## src/logic/nco_cal_pkg.sv

```systemverilog
// Constants for the oscillator preset, init and sysref calibration register group
package nco_cal_pkg;
   // ---------------------------------------------------------------
   // Byte addresses on the serial port
   // ---------------------------------------------------------------
   localparam logic [14:0] OFS_PHASE_P2 = 15'h0254;
   localparam logic [14:0] OFS_FREQ_P3 = 15'h0258;
   localparam logic [14:0] OFS_PHASE_P3 = 15'h025c;
   localparam logic [14:0] OFS_INIT = 15'h0270;
   localparam logic [14:0] OFS_REVISION = 15'h0297;
   localparam logic [14:0] OFS_RAIL = 15'h02a2;
   localparam logic [14:0] OFS_CAL_EN = 15'h02b0;
   localparam logic [14:0] OFS_CAL_STATUS = 15'h02b2;
   // ---------------------------------------------------------------
   // Fields and reset values
   // ---------------------------------------------------------------
   localparam int BIT_INIT_DONE = 0;
   localparam int BIT_DIG_RAIL = 5;
   localparam int BIT_CLK_RAIL = 4;
   localparam int BIT_CAL_EN = 0;
   localparam int BIT_CAL_DONE = 17;
   localparam int REV_MSB = 4;
   localparam logic [15:0] RST_PHASE = 16'h0000;
   localparam logic [31:0] RST_FREQ = 32'hc0000000;
   localparam logic [7:0] RST_RAIL = 8'h00;
   localparam logic [7:0] RST_CAL_EN = 8'h00;
   // Arbitrary neutral revision value
   localparam logic [4:0] RST_REVISION = 5'h15;
   // ---------------------------------------------------------------
   // Serial frame and timing
   // ---------------------------------------------------------------
   localparam logic [3:0] CMD_LAST_BIT = 4'hf;
   localparam logic [3:0] BYTE_LAST_BIT = 4'h7;
   localparam int CMD_READ_BIT = 14;
   localparam int CLK_PERIOD_NS = 50;
   localparam int INIT_TIME_NS = 1000;
   localparam logic [5:0] INIT_CYCLES = 6'((INIT_TIME_NS + CLK_PERIOD_NS - 1) / CLK_PERIOD_NS);
endpackage : nco_cal_pkg

```

## src/logic/pin_sync.sv

```systemverilog
// Two-stage synchroniser for one pin input
`timescale 1ns/1ps
module pin_sync #(
   parameter logic RST_VAL = 1'b0
) (
   input wire logic ref_clk,
   input wire logic sys_rst,
   input wire logic pin,
   output logic level
);
   logic meta_r;
   logic sync_r;

   always_ff @(posedge ref_clk) begin
      if (sys_rst) begin
         meta_r <= RST_VAL;
         sync_r <= RST_VAL;
      end else begin
         meta_r <= pin;
         sync_r <= meta_r;
      end
   end

   assign level = sync_r;
endmodule : pin_sync

```

## src/logic/adc_nco_init_sysref_cal_regs.sv

```systemverilog
// Serial-port register group: channel B presets, init status, revision, rail noise, sysref calibration
`timescale 1ns/1ps
module adc_nco_init_sysref_cal_regs (
   input wire logic ref_clk,
   input wire logic sys_rst,
   input wire logic spi_sclk,
   input wire logic spi_csb_n,
   input wire logic spi_sdi,
   output logic spi_sdo,
   output logic spi_sdo_oe_n,
   input wire logic des_mode,
   input wire logic [16:0] manual_tad,
   input wire logic cal_finished,
   input wire logic [16:0] cal_tad,
   output logic [15:0] nco_phase_chb_p2,
   output logic [31:0] nco_freq_chb_p3,
   output logic [15:0] nco_phase_chb_p3,
   output logic digital_rail_noise_suppress_en,
   output logic clock_rail_noise_suppress_en,
   output logic sysref_cal_start,
   output logic sysref_cal_done,
   output logic [16:0] aperture_delay,
   output logic init_done
);
   // ---------------------------------------------------------------
   // Pin synchronisers
   // ---------------------------------------------------------------
   logic sclk_s;
   logic csb_s;
   logic sdi_s;

   pin_sync #(.RST_VAL(1'b0)) u_sync_sclk (.ref_clk(ref_clk), .sys_rst(sys_rst), .pin(spi_sclk), .level(sclk_s));
   pin_sync #(.RST_VAL(1'b1)) u_sync_csb (.ref_clk(ref_clk), .sys_rst(sys_rst), .pin(spi_csb_n), .level(csb_s));
   pin_sync #(.RST_VAL(1'b0)) u_sync_sdi (.ref_clk(ref_clk), .sys_rst(sys_rst), .pin(spi_sdi), .level(sdi_s));

   // ---------------------------------------------------------------
   // State
   // ---------------------------------------------------------------
   logic [15:0] phase_p2_r;
   logic [31:0] freq_p3_r;
   logic [15:0] phase_p3_r;
   logic [7:0] rev_r;
   logic [7:0] rail_r;
   logic [7:0] cal_en_r;
   logic cal_en_prev_r;
   logic done_r;
   logic [16:0] tad_r;
   logic [5:0] init_cnt_r;
   logic init_done_r;
   logic sclk_d_r;
   logic in_data_r;
   logic [3:0] cnt_r;
   logic [14:0] cmd_r;
   logic [14:0] addr_r;
   logic rd_r;
   logic [6:0] wr_sh_r;
   logic [7:0] rd_sh_r;
   logic sdo_r;
   logic oe_n_r;

   // ---------------------------------------------------------------
   // Frame decode
   // ---------------------------------------------------------------
   wire active = ~csb_s;
   wire rise = active & sclk_s & ~sclk_d_r;
   wire fall = active & ~sclk_s & sclk_d_r;
   wire cmd_last = rise & ~in_data_r & (cnt_r == nco_cal_pkg::CMD_LAST_BIT);
   wire byte_last = rise & in_data_r & (cnt_r == nco_cal_pkg::BYTE_LAST_BIT);
   wire [14:0] cmd_addr = {cmd_r[13:0], sdi_s};
   wire [14:0] next_addr = 15'(addr_r + 15'h0001);
   wire [14:0] rd_addr = cmd_last ? cmd_addr : next_addr;
   wire [7:0] wr_byte = {wr_sh_r, sdi_s};
   wire wr_en = byte_last & ~rd_r;
   wire [14:0] freq_rel = 15'(addr_r - nco_cal_pkg::OFS_FREQ_P3);
   wire we_p2_lo = wr_en & (addr_r == nco_cal_pkg::OFS_PHASE_P2);
   wire we_p2_hi = wr_en & (addr_r == 15'(nco_cal_pkg::OFS_PHASE_P2 + 15'h1));
   wire we_freq = wr_en & (freq_rel[14:2] == 13'h0000);
   wire we_p3_lo = wr_en & (addr_r == nco_cal_pkg::OFS_PHASE_P3);
   wire we_p3_hi = wr_en & (addr_r == 15'(nco_cal_pkg::OFS_PHASE_P3 + 15'h1));
   wire we_rev = wr_en & (addr_r == nco_cal_pkg::OFS_REVISION);
   wire we_rail = wr_en & (addr_r == nco_cal_pkg::OFS_RAIL);
   wire we_cal = wr_en & (addr_r == nco_cal_pkg::OFS_CAL_EN);
   wire cal_start = cal_en_r[nco_cal_pkg::BIT_CAL_EN] & ~cal_en_prev_r;
   // Old done hidden in the start cycle, before the restart clears it
   wire done_vis = cal_en_r[nco_cal_pkg::BIT_CAL_EN] & done_r & ~cal_start;
   wire [23:0] status_word = {6'h00, done_vis, tad_r};

   // ---------------------------------------------------------------
   // Read byte selection
   // ---------------------------------------------------------------
   logic [7:0] rd_byte;
   always_comb begin
      case (rd_addr)
         nco_cal_pkg::OFS_PHASE_P2: rd_byte = phase_p2_r[7:0];
         15'(nco_cal_pkg::OFS_PHASE_P2 + 15'h1): rd_byte = phase_p2_r[15:8];
         nco_cal_pkg::OFS_FREQ_P3: rd_byte = freq_p3_r[7:0];
         15'(nco_cal_pkg::OFS_FREQ_P3 + 15'h1): rd_byte = freq_p3_r[15:8];
         15'(nco_cal_pkg::OFS_FREQ_P3 + 15'h2): rd_byte = freq_p3_r[23:16];
         15'(nco_cal_pkg::OFS_FREQ_P3 + 15'h3): rd_byte = freq_p3_r[31:24];
         nco_cal_pkg::OFS_PHASE_P3: rd_byte = phase_p3_r[7:0];
         15'(nco_cal_pkg::OFS_PHASE_P3 + 15'h1): rd_byte = phase_p3_r[15:8];
         nco_cal_pkg::OFS_INIT: rd_byte = {7'h00, init_done_r};
         nco_cal_pkg::OFS_REVISION: rd_byte = rev_r;
         nco_cal_pkg::OFS_RAIL: rd_byte = rail_r;
         nco_cal_pkg::OFS_CAL_EN: rd_byte = cal_en_r;
         nco_cal_pkg::OFS_CAL_STATUS: rd_byte = status_word[7:0];
         15'(nco_cal_pkg::OFS_CAL_STATUS + 15'h1): rd_byte = status_word[15:8];
         15'(nco_cal_pkg::OFS_CAL_STATUS + 15'h2): rd_byte = status_word[23:16];
         default: rd_byte = 8'h00;
      endcase
   end

   // ---------------------------------------------------------------
   // Serial port engine
   // ---------------------------------------------------------------
   always_ff @(posedge ref_clk) begin
      if (sys_rst || !active) begin
         in_data_r <= 1'b0;
         cnt_r <= 4'h0;
         cmd_r <= 15'h0000;
         addr_r <= 15'h0000;
         rd_r <= 1'b0;
         wr_sh_r <= 7'h00;
         rd_sh_r <= 8'h00;
         sdo_r <= 1'b0;
         oe_n_r <= 1'b1;
      end else begin
         if (rise) begin
            cnt_r <= (cmd_last || byte_last) ? 4'h0 : 4'(cnt_r + 4'h1);
            cmd_r <= cmd_addr;
            wr_sh_r <= wr_byte[6:0];
         end
         if (cmd_last) begin
            in_data_r <= 1'b1;
            rd_r <= cmd_r[nco_cal_pkg::CMD_READ_BIT];
            addr_r <= cmd_addr;
         end
         if (byte_last) begin
            addr_r <= next_addr;
         end
         if (cmd_last || byte_last) begin
            rd_sh_r <= rd_byte;
         end else if (fall && in_data_r && rd_r) begin
            sdo_r <= rd_sh_r[7];
            oe_n_r <= 1'b0;
            rd_sh_r <= {rd_sh_r[6:0], 1'b0};
         end
      end
   end

   // ---------------------------------------------------------------
   // Registers
   // ---------------------------------------------------------------
   always_ff @(posedge ref_clk) begin
      if (sys_rst) begin
         phase_p2_r <= nco_cal_pkg::RST_PHASE;
         freq_p3_r <= nco_cal_pkg::RST_FREQ;
         phase_p3_r <= nco_cal_pkg::RST_PHASE;
         rev_r <= {3'h0, nco_cal_pkg::RST_REVISION};
         rail_r <= nco_cal_pkg::RST_RAIL;
         cal_en_r <= nco_cal_pkg::RST_CAL_EN;
      end else begin
         if (we_p2_lo) phase_p2_r[7:0] <= wr_byte;
         if (we_p2_hi) phase_p2_r[15:8] <= wr_byte;
         if (we_freq) freq_p3_r[{freq_rel[1:0], 3'b000} +: 8] <= wr_byte;
         if (we_p3_lo) phase_p3_r[7:0] <= wr_byte;
         if (we_p3_hi) phase_p3_r[15:8] <= wr_byte;
         if (we_rev) rev_r <= wr_byte;
         if (we_rail) rail_r <= wr_byte;
         if (we_cal) cal_en_r <= wr_byte;
      end
   end

   // ---------------------------------------------------------------
   // Init sequencing and calibration control
   // ---------------------------------------------------------------
   always_ff @(posedge ref_clk) begin
      if (sys_rst) begin
         init_cnt_r <= 6'h00;
         init_done_r <= 1'b0;
         sclk_d_r <= 1'b0;
         cal_en_prev_r <= 1'b0;
         done_r <= 1'b0;
         tad_r <= 17'h00000;
      end else begin
         if (init_cnt_r != nco_cal_pkg::INIT_CYCLES) init_cnt_r <= 6'(init_cnt_r + 6'h01);
         init_done_r <= (init_cnt_r == nco_cal_pkg::INIT_CYCLES);
         cal_en_prev_r <= cal_en_r[nco_cal_pkg::BIT_CAL_EN];
         sclk_d_r <= sclk_s;
         if (cal_finished && cal_en_r[nco_cal_pkg::BIT_CAL_EN]) begin
            done_r <= 1'b1;
            tad_r <= cal_tad;
         end else if (cal_start) begin
            done_r <= 1'b0;
         end
      end
   end

   // ---------------------------------------------------------------
   // Registered outputs
   // ---------------------------------------------------------------
   always_ff @(posedge ref_clk) begin
      if (sys_rst) begin
         nco_phase_chb_p2 <= 16'h0000;
         nco_freq_chb_p3 <= 32'h00000000;
         nco_phase_chb_p3 <= 16'h0000;
         digital_rail_noise_suppress_en <= 1'b0;
         clock_rail_noise_suppress_en <= 1'b0;
         sysref_cal_start <= 1'b0;
         sysref_cal_done <= 1'b0;
         aperture_delay <= 17'h00000;
      end else begin
         nco_phase_chb_p2 <= des_mode ? 16'h0000 : phase_p2_r;
         nco_freq_chb_p3 <= des_mode ? 32'h00000000 : freq_p3_r;
         nco_phase_chb_p3 <= des_mode ? 16'h0000 : phase_p3_r;
         digital_rail_noise_suppress_en <= rail_r[nco_cal_pkg::BIT_DIG_RAIL];
         clock_rail_noise_suppress_en <= rail_r[nco_cal_pkg::BIT_CLK_RAIL];
         sysref_cal_start <= cal_start;
         sysref_cal_done <= done_vis;
         aperture_delay <= cal_en_r[nco_cal_pkg::BIT_CAL_EN] ? tad_r : manual_tad;
      end
   end

   assign spi_sdo = sdo_r;
   assign spi_sdo_oe_n = oe_n_r;
   assign init_done = init_done_r;
endmodule : adc_nco_init_sysref_cal_regs

```

## config.mk

```make
export PLATFORM = sky130hd
export DESIGN_NAME = adc_nco_init_sysref_cal_regs
export DESIGN_NICKNAME = d
export VERILOG_FILES = /design/src/logic/nco_cal_pkg.sv /design/src/logic/pin_sync.sv /design/src/logic/adc_nco_init_sysref_cal_regs.sv
export SDC_FILE = /design/constraint.sdc
export NUM_CORES = 1
export LEC_CHECK = 0
export BUFFER_PORTS_ARGS = -buffer_cell sky130_fd_sc_hd__buf_2
export CELL_PAD_IN_SITES_DETAIL_PLACEMENT = 2
export CELL_PAD_IN_SITES_GLOBAL_PLACEMENT = 2
export CORE_MARGIN = 2
export CORE_UTILIZATION = 38
export CTS_CLUSTER_SIZE = 12
export DETAILED_ROUTE_END_ITERATION = 7
export PLACE_DENSITY = 0.91
export SKIP_CTS_REPAIR_TIMING = 1
export SLEW_MARGIN = 20
export SYNTH_ARGS = -nofsm -noshare
export SYNTH_HDL_FRONTEND = slang
export SYNTH_HIERARCHICAL = 1
export SYNTH_SLANG_ARGS = --single-unit
```

## constraint.sdc

```tcl
create_clock -name ref_clk -period 4.7 [get_ports ref_clk]
set_input_delay 1.41 -clock ref_clk [delete_from_list [all_inputs] [get_ports ref_clk]]
set_output_delay 1.41 -clock ref_clk [all_outputs]
set_load 0.02 [all_outputs]
```

==> flow_metrics.env <==
export IMPL_outcome="completed"
export IMPL_synthDistinctLibCells=70
export IMPL_antenna_found_initial=1
export IMPL_clock_sinks=252
export IMPL_grt_first_pass_wirelength_mm=68.59
export IMPL_clock_fmax_mhz=227.8
export IMPL_critPathLaunchType="register"
export IMPL_path_cells="ha_2, nand3_1, xnor2_1, and3_1, o211a_1, nand3_1, nor2_1, o31ai_1, a211oi_1"
export IMPL_die_y_um=172.1
export IMPL_crit_family="simple AND/OR/NAND/NOR gates"
export IMPL_synth_common_cells="dfxtp_1, nand2_1, nor2_1"
export IMPL_vdd_drop_max_uv=242.9
export IMPL_drive_above_1_share_pct=16.98
export IMPL_period_share_pct=93.40
export IMPL_gp_congestion=0.9227
export IMPL_syn_avg_cell_area_um2=8.674
export IMPL_cts_root_buf="clkbuf_16"
export IMPL_synth_edf_count=0
export IMPL_switching_share_pct=22.15
export IMPL_power_switching_mw=1.015
export IMPL_finalWirelength_mm=45.97
export IMPL_clk_pin_slew_ps=60
export IMPL_end_kind="register"
export IMPL_critPathMaxStageDelay_ps=750
export IMPL_postRouteAntennaNets=0
export IMPL_die_area_um2=29620
export IMPL_drt_pass1_iterations=6
export IMPL_setup_tns_ps=0
export IMPL_clk_insertion_delay_late_ps=570
export IMPL_placed_area_um2=11680
export IMPL_tightest_slew_ps=1029
export IMPL_ys_warn_count=6
export IMPL_vias_per_cell=6.082
export IMPL_fin_area_um2=12660
export IMPL_rsz0062_at_grt="no"
export IMPL_fin_crit_ps=4390
export IMPL_relSlewSlack_pct=31.28
export IMPL_p_seq_share_pct=47.1
export IMPL_drc=0
export IMPL_worstPathBufferInverterCount=0
export IMPL_pin_count=129
export IMPL_syn_area_um2=10740
export IMPL_intPower_mw=3.569
export IMPL_grt_max_degree=69
export IMPL_syn_nets=1288
export IMPL_ys_top_cells_by_area="dfxtp_1, mux2i_1, a21oi_1"
export IMPL_port_buffers=128
export IMPL_clockBufferDepth=3
export IMPL_synth_most_common_cell="dfxtp_1"
export IMPL_syn_instance_count=1238
export IMPL_first_global_vias=11190
export IMPL_start_util_pct=38.65
export IMPL_critical_path_slowest_cell="xnor2_1"
export IMPL_rows=61
export IMPL_synth_ff_type="dfxtp_1"
export IMPL_p_comb_share_pct=2.3
export IMPL_synth_seq_area_share_pct=46.98
export IMPL_dp_hpwl_mm=30.27
export IMPL_grt_usage_pct=30.50
export IMPL_cts_tree="yes"
export IMPL_antenna_cells=0
export IMPL_worst_ep_arrival_time_ps=4860
export IMPL_pwr_share_clk_pct=50.6
export IMPL_avgRoutedWirePerCell_um=26.62
export IMPL_r2r_start="addr_r[0]"
export IMPL_drv_cap=0
export IMPL_htreeDepth=1
export IMPL_required_ps=5170
export IMPL_syn2layout_area_growth_pct=17.91
export IMPL_cts_buffers_inserted=29
export IMPL_fp_coreArea_um2=27780
export IMPL_timing_hold_ws_ps=454.0
export IMPL_ys_ff_latch=252
export IMPL_grt_overflow=0
export IMPL_cp_startpoint="addr_r[0]"
export IMPL_report_final_hold_viol_count=0
export IMPL_setup_viol=0
export IMPL_powerDensity_nw_per_um2=362.1
export IMPL_die_x_um=172.1
export IMPL_p_leak_nw=4.815
export IMPL_via_count=10500
export IMPL_synthArstFlopShare_pct=0
export IMPL_slew_violations=0
export IMPL_drtIter0Drc=869
export IMPL_path_class="register to register"
export IMPL_min_from="u_sync_csb/meta_r"
export IMPL_nets=1379
export IMPL_yosysTopAreaCellShare_pct=46.98
export IMPL_hp_class="register to register"
export IMPL_cp_max_fo=15
export IMPL_finClkSkew_ps=18.98
export IMPL_crit_path_frequent_cell="nand3_1"
export IMPL_synth_largest_area_cell="dfxtp_1"
==> final timing paths <==
kind | to | cells past startpoint | slack, ps
worst max-delay path | rd_sh_r[2] | 9 | 310
worst min-delay path | u_sync_csb/level | 1 | 450
worst max register to register | rd_sh_r[2] | 9 | 310
worst min register to register | u_sync_csb/level | 1 | 450
==> cells in the final DEF (no fill, tap or decap), types with 8 or more instances in the layout <==
cell,synthesis,routed
nand3_1,53,53
buf_2,4,127
nor4_1,9,9
nor3_1,34,33
clkbuf_16,0,29
a222oi_1,12,12
nor2b_1,18,18
nand4_1,15,15
mux2i_1,68,68
a21oi_1,107,107
a211oi_1,11,10
xnor2_1,10,10
inv_1,19,19
and3_1,11,11
dfxtp_1,252,252
a22oi_1,14,14
ha_1,9,8
nor2_1,126,124
buf_4,0,25
a31oi_1,12,11
and2_1,68,68
nand2_1,139,139
o21ai_0,34,34
==> logic make-up (layout without fill, tap and decap cells) <==
kind of cell    count (synthesis)  count (layout)  synth area share (%)
mux                            72              72                 6.758
buf+inv                       111             222                 4.043
xor+xnor                       17              17                 1.387
simple gates                  522             522                 24.34
compound gates                255             255                 15.44
fa+ha+maj                       9               9                 1.049
flops                         252             252                 46.98
==> worst register-to-register path: stages, from the launching register on <==
cell      delay, ps
dfxtp_1         670
ha_2            440
nand3_1         330
xnor2_1         750
and3_1          290
o211a_1         440
nand3_1         280
nor2_1          510
o31ai_1         300
a211oi_1        300
==> power groups by stage <==
stage / logic, mW / clock network, mW / registers, mW
2_1_floorplan: 0.0466 / 0 / 2.21
3_3_place_gp: 0.0953 / 0 / 2.20
3_5_place_dp: 0.101 / 0 / 2.21
4_1_cts: 0.104 / 2.35 / 2.16
5_1_grt: 0.112 / 2.43 / 2.16
6_report: 0.103 / 2.32 / 2.16
==> state kept, by name (all words and copies together), names as in the netlist, 4 cells and up <==
signal	flops
rail_r	8
phase_p2_r	16
addr_r	15
init_cnt_r	6
aperture_delay	17
cmd_r	15
nco_phase_chb_p3	16
cal_en_r	8
tad_r	17
rd_sh_r	8
freq_p3_r	32
rev_r	8
phase_p3_r	16
cnt_r	4
nco_freq_chb_p3	32
nco_phase_chb_p2	16
==> final cells by class <==
cell class,instances,area (µm²)
clock inverters,9,126.4
inverters,19,71.32
well taps,378,473.0
fillers,3039,15120
repair buffers,152,823.3
flip-flops and latches,252,5045
multi-input cells,875,5288
clock buffers,42,834.6
==> metal layers <==
metal	global-route usage (%)	routed length [µm]	vias up
met1	36.71	18140	5246
met3	6.226	3632	168
met5	0	0	-
met4	14.54	2142	0
met2	52.10	22050	532
li1	-	-	4557
==> metrics by stage <==
step           utilization (%)  std cells  setup WS [ps]  power (mW)
6_report                 45.57       1727          310.4       4.584
5_1_grt                  45.57       1727          120.4       4.705
4_1_cts                  45.49       1727          163.5       4.613
3_5_place_dp             42.03       1676          444.4       2.307
3_3_place_gp             42.02       1676          624.6       2.300
2_1_floorplan                -       1238           1537       2.260
Note: power is estimated with default switching activity, not from simulation.
